[src/rtl/acmp_cfg.svh]
`ifndef ACMP_CFG_SVH
`define ACMP_CFG_SVH
// =====================================================
// Register byte addresses
`define ACMP_CTRL_OFFS      12'h000
`define ACMP_DIGITAL_INPUT_DISABLE_OFFS      12'h004
`define ACMP_IRQ_STAT_OFFS  12'h008
`define ACMP_IRQ_CLR_OFFS   12'h00C
`define ACMP_IRQ_EN_OFFS    12'h010
`define ACMP_PINS_OFFS      12'h014
// =====================================================
// Control register field positions
`define ACMP_POWER_OFF_BIT  7
`define ACMP_REF_SEL_BIT    6
`define ACMP_OUT_BIT        5
`define ACMP_FLAG_BIT       4
`define ACMP_IRQ_EN_BIT     3
`define ACMP_CAPT_BIT       2
`define ACMP_MODE_HI_BIT    1
`define ACMP_MODE_LO_BIT    0
// =====================================================
// Digital input disable field positions
`define ACMP_NEG_OFF_BIT    1
`define ACMP_POS_OFF_BIT    0
// =====================================================
// Reset values
`define ACMP_CTRL_RST       8'h00
`define ACMP_DIGITAL_INPUT_DISABLE_RST       8'h00
`define ACMP_IRQ_EN_RST     8'h00
// =====================================================
// Status event bit positions
`define ACMP_EV_CMP_BIT     0
`define ACMP_EV_RISE_BIT    1
`define ACMP_EV_FALL_BIT    2
`endif

[src/rtl/acmp_pkg.sv]
// =====================================================
// Types shared by the comparator control block
package acmp_pkg;
  // Event mode codes
  typedef enum logic [1:0] {
    ACMP_MODE_TOGGLE = 2'b00,
    ACMP_MODE_RSVD   = 2'b01,
    ACMP_MODE_FALL   = 2'b10,
    ACMP_MODE_RISE   = 2'b11
  } acmp_mode_t;
  // APB access phase tracker
  typedef enum logic [0:0] {
    ACMP_BUS_IDLE = 1'b0,
    ACMP_BUS_ACC  = 1'b1
  } acmp_bus_st_t;
endpackage

[src/rtl/acmp_sync_if.sv]
`timescale 1ns/1ps
`default_nettype none
// =====================================================
// Link between top and the synchroniser / edge detector
interface acmp_sync_if;
  logic raw;        // Asynchronous comparator output
  logic sync;       // Synchronised level
  logic rise;       // One-cycle rising pulse
  logic fall;       // One-cycle falling pulse
  modport top  (output raw, input sync, input rise, input fall);
  modport det  (input raw, output sync, output rise, output fall);
endinterface
`default_nettype wire

[src/rtl/acmp_sync_edge.sv]
`timescale 1ns/1ps
`default_nettype none
// =====================================================
// Two-stage synchroniser plus edge detector
module acmp_sync_edge
  import acmp_pkg::*;
(
  input  wire logic  pclk,
  input  wire logic  presetn,
  acmp_sync_if.det   sif
);
  // All state in one struct
  typedef struct packed {
    logic meta;   // First stage, read only by the second
    logic sync;   // Second stage
    logic prev;   // Sync delayed one cycle
  } acmp_se_st_t;
  acmp_se_st_t st_q;
  acmp_se_st_t st_d;

  // =====================================================
  // Next state
  always_comb
  begin
    st_d      = st_q;
    st_d.meta = sif.raw;
    st_d.sync = st_q.meta;
    st_d.prev = st_q.sync;
  end

  // =====================================================
  // Registers
  always_ff @(posedge pclk or negedge presetn)
  begin
    if (!presetn)
      st_q <= '0;
    else
      st_q <= st_d;
  end

  // Edges from synchronised level only
  assign sif.sync = st_q.sync;
  assign sif.rise = st_q.sync & ~st_q.prev;
  assign sif.fall = ~st_q.sync & st_q.prev;

  // =====================================================
  // Checks
  sync_delay_a : assert property (@(posedge pclk) disable iff (!presetn)
    st_q.sync == $past(sif.raw, 2)) else $error("sync level not two-stage");
  edge_pair_a : assert property (@(posedge pclk) disable iff (!presetn)
    !(sif.rise && sif.fall)) else $error("rise and fall together");
endmodule
`default_nettype wire

[src/rtl/acmp_top.sv]
// The implementer's own choices: the APB slave port and the register offsets.
`timescale 1ns/1ps
`default_nettype none
`include "acmp_cfg.svh"
module acmp_top
  import acmp_pkg::*;
(
  input  wire logic        pclk,
  input  wire logic        presetn,
  input  wire logic        psel,
  input  wire logic        penable,
  input  wire logic        pwrite,
  input  wire logic [11:0] paddr,
  input  wire logic [31:0] pwdata,
  output logic             pready,
  output logic      [31:0] prdata,
  output logic             pslverr,
  input  wire logic        comparator_raw,
  output logic             comparator_power_off,
  output logic             reference_select,
  input  wire logic        global_irq_enable,
  input  wire logic        vector_ack,
  output logic             comparator_irq,
  input  wire logic        capture_pin_in,
  output logic             capture_in,
  input  wire logic        positive_input_pin,
  input  wire logic        negative_input_pin,
  output logic             pos_pin_buffer_off,
  output logic             neg_pin_buffer_off,
  output logic             pos_pin_port_in,
  output logic             neg_pin_port_in,
  output logic             status_irq
);
  // =====================================================
  // State
  typedef struct packed {
    logic             power_off;    // Comparator power switch
    logic             ref_sel;      // Bandgap replaces positive pin
    logic             flag;         // Comparator event flag
    logic             irq_en;       // Comparator interrupt enable
    logic             capt;         // Capture routing enable
    acmp_mode_t       mode;         // Event mode
    logic       [1:0] digital_input_disable;         // Pin buffer disables
    logic       [2:0] stat;         // Sticky event status
    logic       [2:0] sen;          // Status interrupt enable
    logic       [1:0] pin_m;        // Pin sync first stage
    logic       [1:0] pin_s;        // Pin sync second stage
    logic      [31:0] rdata;        // Registered read data
  } acmp_st_t;
  acmp_st_t st_q;
  acmp_st_t st_d;

  acmp_sync_if sif ();
  logic wr_acc;                      // Write completes this cycle
  logic rd_acc;                      // Read in setup or access cycle
  logic ev_hit;                      // Event matching mode
  logic [31:0] rd_mux;               // Read data source

  // =====================================================
  // Synchroniser / edge detector
  assign sif.raw = comparator_raw;
  acmp_sync_edge u_sync (
    .pclk    (pclk),
    .presetn (presetn),
    .sif     (sif)
  );

  // Zero-wait APB: setup cycle then one access cycle
  assign pready  = 1'b1;
  assign pslverr = 1'b0;
  assign wr_acc  = psel & penable & pwrite;
  assign rd_acc  = psel & ~pwrite;    // Sampled in setup, shown in access

  // Mode decode, used for flag setting
  function automatic logic mode_match(input acmp_mode_t m, input logic r, input logic f);
    case (m)
      ACMP_MODE_TOGGLE: mode_match = r | f;
      ACMP_MODE_FALL:   mode_match = f;
      ACMP_MODE_RISE:   mode_match = r;
      default:          mode_match = 1'b0;
    endcase
  endfunction

  assign ev_hit = mode_match(st_q.mode, sif.rise, sif.fall);

  // =====================================================
  // Read decode
  always_comb
  begin
    rd_mux = 32'h0000_0000;
    if (paddr == `ACMP_CTRL_OFFS)
    begin
      rd_mux[`ACMP_POWER_OFF_BIT] = st_q.power_off;
      rd_mux[`ACMP_REF_SEL_BIT]   = st_q.ref_sel;
      rd_mux[`ACMP_OUT_BIT]       = sif.sync;
      rd_mux[`ACMP_FLAG_BIT]      = st_q.flag;
      rd_mux[`ACMP_IRQ_EN_BIT]    = st_q.irq_en;
      rd_mux[`ACMP_CAPT_BIT]      = st_q.capt;
      rd_mux[`ACMP_MODE_HI_BIT:`ACMP_MODE_LO_BIT] = st_q.mode;
    end
    else if (paddr == `ACMP_DIGITAL_INPUT_DISABLE_OFFS)
      rd_mux[1:0] = st_q.digital_input_disable;
    else if (paddr == `ACMP_IRQ_STAT_OFFS)
      rd_mux[2:0] = st_q.stat;
    else if (paddr == `ACMP_IRQ_EN_OFFS)
      rd_mux[2:0] = st_q.sen;
    else if (paddr == `ACMP_PINS_OFFS)
    begin
      // Port view of the pins, zero while buffer off
      rd_mux[`ACMP_NEG_OFF_BIT] = st_q.pin_s[1] & ~st_q.digital_input_disable[1];
      rd_mux[`ACMP_POS_OFF_BIT] = st_q.pin_s[0] & ~st_q.digital_input_disable[0];
    end
    else
      rd_mux = 32'h0000_0000;   // Unmapped reads zero
  end

  // =====================================================
  // Next state
  always_comb
  begin
    st_d = st_q;
    // Pin synchronisers
    st_d.pin_m = {negative_input_pin, positive_input_pin};
    st_d.pin_s = st_q.pin_m;
    if (rd_acc)
      st_d.rdata = rd_mux;
    // Register writes
    if (wr_acc)
    begin
      if (paddr == `ACMP_CTRL_OFFS)
      begin
        st_d.power_off = pwdata[`ACMP_POWER_OFF_BIT];
        st_d.ref_sel   = pwdata[`ACMP_REF_SEL_BIT];
        st_d.irq_en    = pwdata[`ACMP_IRQ_EN_BIT];
        st_d.capt      = pwdata[`ACMP_CAPT_BIT];
        st_d.mode      = acmp_mode_t'(pwdata[`ACMP_MODE_HI_BIT:`ACMP_MODE_LO_BIT]);
        if (pwdata[`ACMP_FLAG_BIT])
          st_d.flag = 1'b0;
      end
      else if (paddr == `ACMP_DIGITAL_INPUT_DISABLE_OFFS)
        st_d.digital_input_disable = pwdata[1:0];
      else if (paddr == `ACMP_IRQ_CLR_OFFS)
        st_d.stat = st_q.stat & ~pwdata[2:0];
      else if (paddr == `ACMP_IRQ_EN_OFFS)
        st_d.sen = pwdata[2:0];
      else
        st_d.sen = st_q.sen;    // Unmapped write ignored
    end
    // Vector acknowledge clears the flag
    if (vector_ack)
      st_d.flag = 1'b0;
    // Set wins over any clear in the same cycle
    if (ev_hit)
      st_d.flag = 1'b1;
    st_d.stat = st_d.stat | {sif.fall, sif.rise, ev_hit};
  end

  // =====================================================
  // Registers
  always_ff @(posedge pclk or negedge presetn)
  begin
    if (!presetn)
      st_q <= '0;   // Every field resets to zero
    else
      st_q <= st_d;
  end

  // =====================================================
  // Outputs
  assign prdata               = st_q.rdata;
  assign comparator_power_off = st_q.power_off;
  assign reference_select     = st_q.ref_sel;
  assign comparator_irq       = st_q.flag & st_q.irq_en & global_irq_enable;
  // Comparator replaces the capture pin, no other path
  assign capture_in           = st_q.capt ? sif.sync : capture_pin_in;
  assign pos_pin_buffer_off   = st_q.digital_input_disable[`ACMP_POS_OFF_BIT];
  assign neg_pin_buffer_off   = st_q.digital_input_disable[`ACMP_NEG_OFF_BIT];
  assign pos_pin_port_in      = st_q.pin_s[0] & ~st_q.digital_input_disable[0];
  assign neg_pin_port_in      = st_q.pin_s[1] & ~st_q.digital_input_disable[1];
  assign status_irq           = |(st_q.stat & st_q.sen);

  // =====================================================
  // Checks
  flag_set_a : assert property (@(posedge pclk) disable iff (!presetn)
    ev_hit |=> st_q.flag) else $error("event did not set flag");
  irq_gate_a : assert property (@(posedge pclk) disable iff (!presetn)
    comparator_irq == (st_q.flag && st_q.irq_en && global_irq_enable))
    else $error("irq gating wrong");
  ack_clear_a : assert property (@(posedge pclk) disable iff (!presetn)
    vector_ack && !ev_hit |=> !st_q.flag) else $error("ack did not clear");
  w1c_flag_a : assert property (@(posedge pclk) disable iff (!presetn)
    wr_acc && paddr == `ACMP_CTRL_OFFS && !pwdata[`ACMP_FLAG_BIT] && st_q.flag && !vector_ack
    |=> st_q.flag) else $error("zero write cleared flag");
  rsvd_mode_a : assert property (@(posedge pclk) disable iff (!presetn)
    st_q.mode == ACMP_MODE_RSVD |-> !ev_hit) else $error("reserved mode fired");
  rise_mode_a : assert property (@(posedge pclk) disable iff (!presetn)
    st_q.mode == ACMP_MODE_RISE && sif.fall |-> !ev_hit) else $error("fall in rise mode");
  capt_route_a : assert property (@(posedge pclk) disable iff (!presetn)
    !st_q.capt |-> capture_in == capture_pin_in) else $error("capture route leak");
  pin_zero_a : assert property (@(posedge pclk) disable iff (!presetn)
    st_q.digital_input_disable[0] |-> !pos_pin_port_in) else $error("disabled pin reads one");
  digital_input_disable_write_a : assert property (@(posedge pclk) disable iff (!presetn)
    wr_acc && paddr == `ACMP_DIGITAL_INPUT_DISABLE_OFFS |=> pos_pin_buffer_off == $past(pwdata[0]))
    else $error("buffer off not written");
  cv_rise : cover property (@(posedge pclk) disable iff (!presetn) sif.rise ##1 st_q.flag);
  cv_irq : cover property (@(posedge pclk) disable iff (!presetn) comparator_irq ##1 vector_ack);
  cv_capt : cover property (@(posedge pclk) disable iff (!presetn) st_q.capt && sif.fall);
endmodule
`default_nettype wire

[config.mk]
export PLATFORM = sky130hd
export DESIGN_NAME = acmp_top
export DESIGN_NICKNAME = d
export VERILOG_FILES = /design/src/rtl/acmp_pkg.sv /design/src/rtl/acmp_sync_if.sv /design/src/rtl/acmp_sync_edge.sv /design/src/rtl/acmp_top.sv
export VERILOG_INCLUDE_DIRS = /design/src /design/src/rtl
export SDC_FILE = /design/constraint.sdc
export NUM_CORES = 1
export LEC_CHECK = 0
export ABC_CLOCK_PERIOD_IN_PS = 1790
export CAP_MARGIN = 20
export CORE_MARGIN = 2
export CORE_UTILIZATION = 35
export DETAILED_ROUTE_END_ITERATION = 12
export DONT_BUFFER_PORTS = 1
export GPL_TIMING_DRIVEN = 0
export PLACE_DENSITY = 0.61
export SLEW_MARGIN = 20
export SYNTH_ARGS = -nofsm -noshare
export SYNTH_HDL_FRONTEND = slang
export SYNTH_SLANG_ARGS = --single-unit
[constraint.sdc]
create_clock -name pclk -period 1.79 [get_ports pclk]
set_input_delay 0.2685 -clock pclk [delete_from_list [all_inputs] [get_ports pclk]]
set_output_delay 0.2685 -clock pclk [all_outputs]
set_load 0.05 [all_outputs]
==> out/qor.yml <==
placement:
  place_area_um2: 1778
  io_buffer_count: 0
  gp_congestion: 0.9200
  post-dp-hpwl_um: 2579
global_routing:
  grt_pass1_vias: 1097
  grt_overflow: 0
  antenna_found_initial: 0
  grt_usage: 0.1296
  grt_pass1_wl_um: 5009
  grt_max_degree: 31
cells_and_area:
  fin_nets: 235
  final_area_um2: 1944
  nFillCells: 424
  drive_above_1_share: 0.3631
  largest_register_ffs: 13
  antennaDiodeCount: 0
  max_flop_register: "st_q"
  areaGrowthSynthToFinish_pct: 20.65
setup_path:
  arrival_ns: 1.85
  crit_family: "simple AND/OR/NAND/NOR gates"
  critPathBufInv: 0
  crit_chain: "or4_4 > nor4_4 > nand3b_1 > mux2_2"
  cp.required_ns: 1.95
  path_depth: 4
  crit_slowest_cell: "or4_4"
  endpoint_kind: "flop"
  slowest_delay_ns: 0.54
  critical_path_class: "input port to flop"
  worst_r2r_path_depth: 4
  worst-path-max-fanout: 7
  worstSetupStartpointType: "input port"
yosys:
  synthArstFlopShare: 1.000
  ys_seq_area_frac: 0.4658
  synth_area_um2: 1612
  syn_avg_cell_area_um2: 11.27
  synth_edf_count: 0
  yosysWarnings: 0
  syn_inst: 143
  synthDistinctLibCells: 34
  ys.flop_type: "dfrtp_1"
  synth_seq_cells: 30
sta:
  slew_headroom: 0.6078
  maxSlewViolCount: 0
  hold_viol_final: 0
  setup_viol: 0
  finalClockSkew_ns: 0.005180
  rsz0062_at_grt: "false"
  worstMarginPinSlew_ns: 0.5857
  period_share: 0.9464
  clock.fmax_mhz: 590.3
  period_needed_ns: 1.694
die:
  io_pins: 98
  die-area_um2: 5163
  core_area_um2: 4384
  initial_core_util: 0.3676
  fp-row-count: 24
  dieHeight_um: 71.86
  die_w_um: 71.86
clock_network:
  clkTransAtPathRegs_ns: 0.05
  cts_root_buf: "clkbuf_8"
  h-tree-depth: 2
  cts_num_sinks: 30
  cts_tree: "yes"
  cts_inserted_buffers: 5
  clock_path_buffers: 2
  clk_latency_ns: 0.28
detailed_routing:
  wl_met3_um: 382
  viasPerCell: 4.641
  wl_per_cell_um: 13.68
  top_layer: "met4"
  met2_length_um: 1608
  routed_wl_um: 3161
  drtIter0Drc: 29
  dr.pass1.iters: 4
  ant_nets: 0
  drc: 0
  vias: 1072
  drt-met1-wl_um: 1118
hold_path:
  min_path_type: "input port to flop"
  min_path_cells: 0
pwr:
  power_leakage_nw: 0.9805
  power_w: 0.001573
  power_density_nw_per_um2: 808.9
  ir_drop_uv: 455.9
run:
  maxCapViolCount: 0
outcome:
  status: "finished clean"
-- layer usage --
layer,track usage,up-vias
li1,-,512
met2,0.2284,59
met1,0.1338,495
met4,0.05660,0
met5,0,-
met3,0.05485,6
-- kinds of logic after synthesis --
kind of cell,share of synthesized area
AO/OA/AOI/OAI,0.08773
adder cells (fa/ha/maj),0.01553
buffers and inverters,0.1770
flip-flops,0.4658
multiplexers,0.1095
other,0.004660
AND/OR/NAND/NOR,0.1398
-- worst paths after layout --
check	startpoint	to	slack [ns]
setup / recovery	paddr[7]	st_q[36]$_DFFE_PN0P_	0.1
hold / removal	positive_input_pin	st_d[32]$_DFF_PN0_	0.02
setup reg to reg	pos_pin_buffer_off$_DFFE_PN0P_	prdata[0]$_DFFE_PN0P_	0.17
hold reg to reg	st_d[32]$_DFF_PN0_	st_q[32]$_DFF_PN0_	0.35
max in group asynchronous	presetn	pos_pin_buffer_off$_DFFE_PN0P_	1.21
min in group asynchronous	presetn	st_d[33]$_DFF_PN0_	0.41
-- per-stage QoR --
step	setup WS [ns]	util	setup TNS (ns)	hold WS (ns)	instances
after global placement	-0.1648	0.4055	-2.413	-0.02632	219
final	0.09596	0.4435	0	0.01862	231
after CTS	0.09527	0.4389	0	0.007061	229
after detailed placement	-0.1939	0.4055	-2.902	-0.02617	219
after global routing	0.04289	0.4435	0	0.004788	231
after floorplan	-0.02208	-	-0.1479	-0.02709	167
-- where the power goes --
group	internal, W	switching [W]
Clock	0.000387	0.000233
Combinational	0.0000722	0.000184
Sequential	0.000689	0.00000675
Total	0.00115	0.000424
-- cells in the final DEF (no fill, tap or decap), drive strengths merged, types with 3 or more instances in the layout --
cell type	instances
buf	36
dfrtp	30
conb	26
mux2	13
clkbuf	11
nor2	5
a22o	5
nor2b	5
inv	4
nand2	4
or4	3
nand3	3
nand4	3
mux2i	3
dlygate4sd3	3
-- what timing repair did --
action                                 CTS  global route
buffers inserted                         0             0
gates resized for setup                  2             0
endpoints found under the hold margin   30             2
hold buffers                             2             2
setup endpoints to repair                2             0
-- layout make-up --
type / count / area [um^2] / area share
Multi-Input combinational cell: 95 / 681.9 / 0.3507
Sequential cell: 30 / 752.0 / 0.3867
Tap cell: 52 / 65.06 / 0.03346
Timing Repair Buffer: 4 / 50.05 / 0.02574
Buffer: 38 / 270.3 / 0.1390
Clock buffer: 8 / 110.1 / 0.05663
Inverter: 4 / 15.01 / 0.007722
-- cells in the mapped netlist, types with 2 or more instances --
| library cell | instances | area, um^2 |
|---|---|---|
| nor3_1 | 2 | 10.01 |
| mux2_2 | 13 | 146.4 |
| o31ai_1 | 2 | 15.01 |
| or4_4 | 2 | 22.52 |
| conb_1 | 2 | 7.510 |
| nor4_4 | 2 | 42.54 |
| a21o_1 | 2 | 15.01 |
| buf_4 | 34 | 255.2 |
| a21oi_1 | 2 | 10.01 |
| nor2_1 | 5 | 18.77 |
| nand2_1 | 4 | 15.01 |
| ha_1 | 2 | 25.02 |
| a22o_1 | 5 | 43.79 |
| and3_1 | 2 | 12.51 |
| inv_1 | 4 | 15.01 |
| nor2b_1 | 5 | 31.28 |
| nand4_1 | 3 | 18.77 |
| nand3_1 | 3 | 15.01 |
| dfrtp_1 | 30 | 750.7 |
| mux2i_1 | 3 | 30.03 |
| clkbuf_1 | 3 | 11.26 |
No activity file was read; power rests on OpenSTA's default activity.
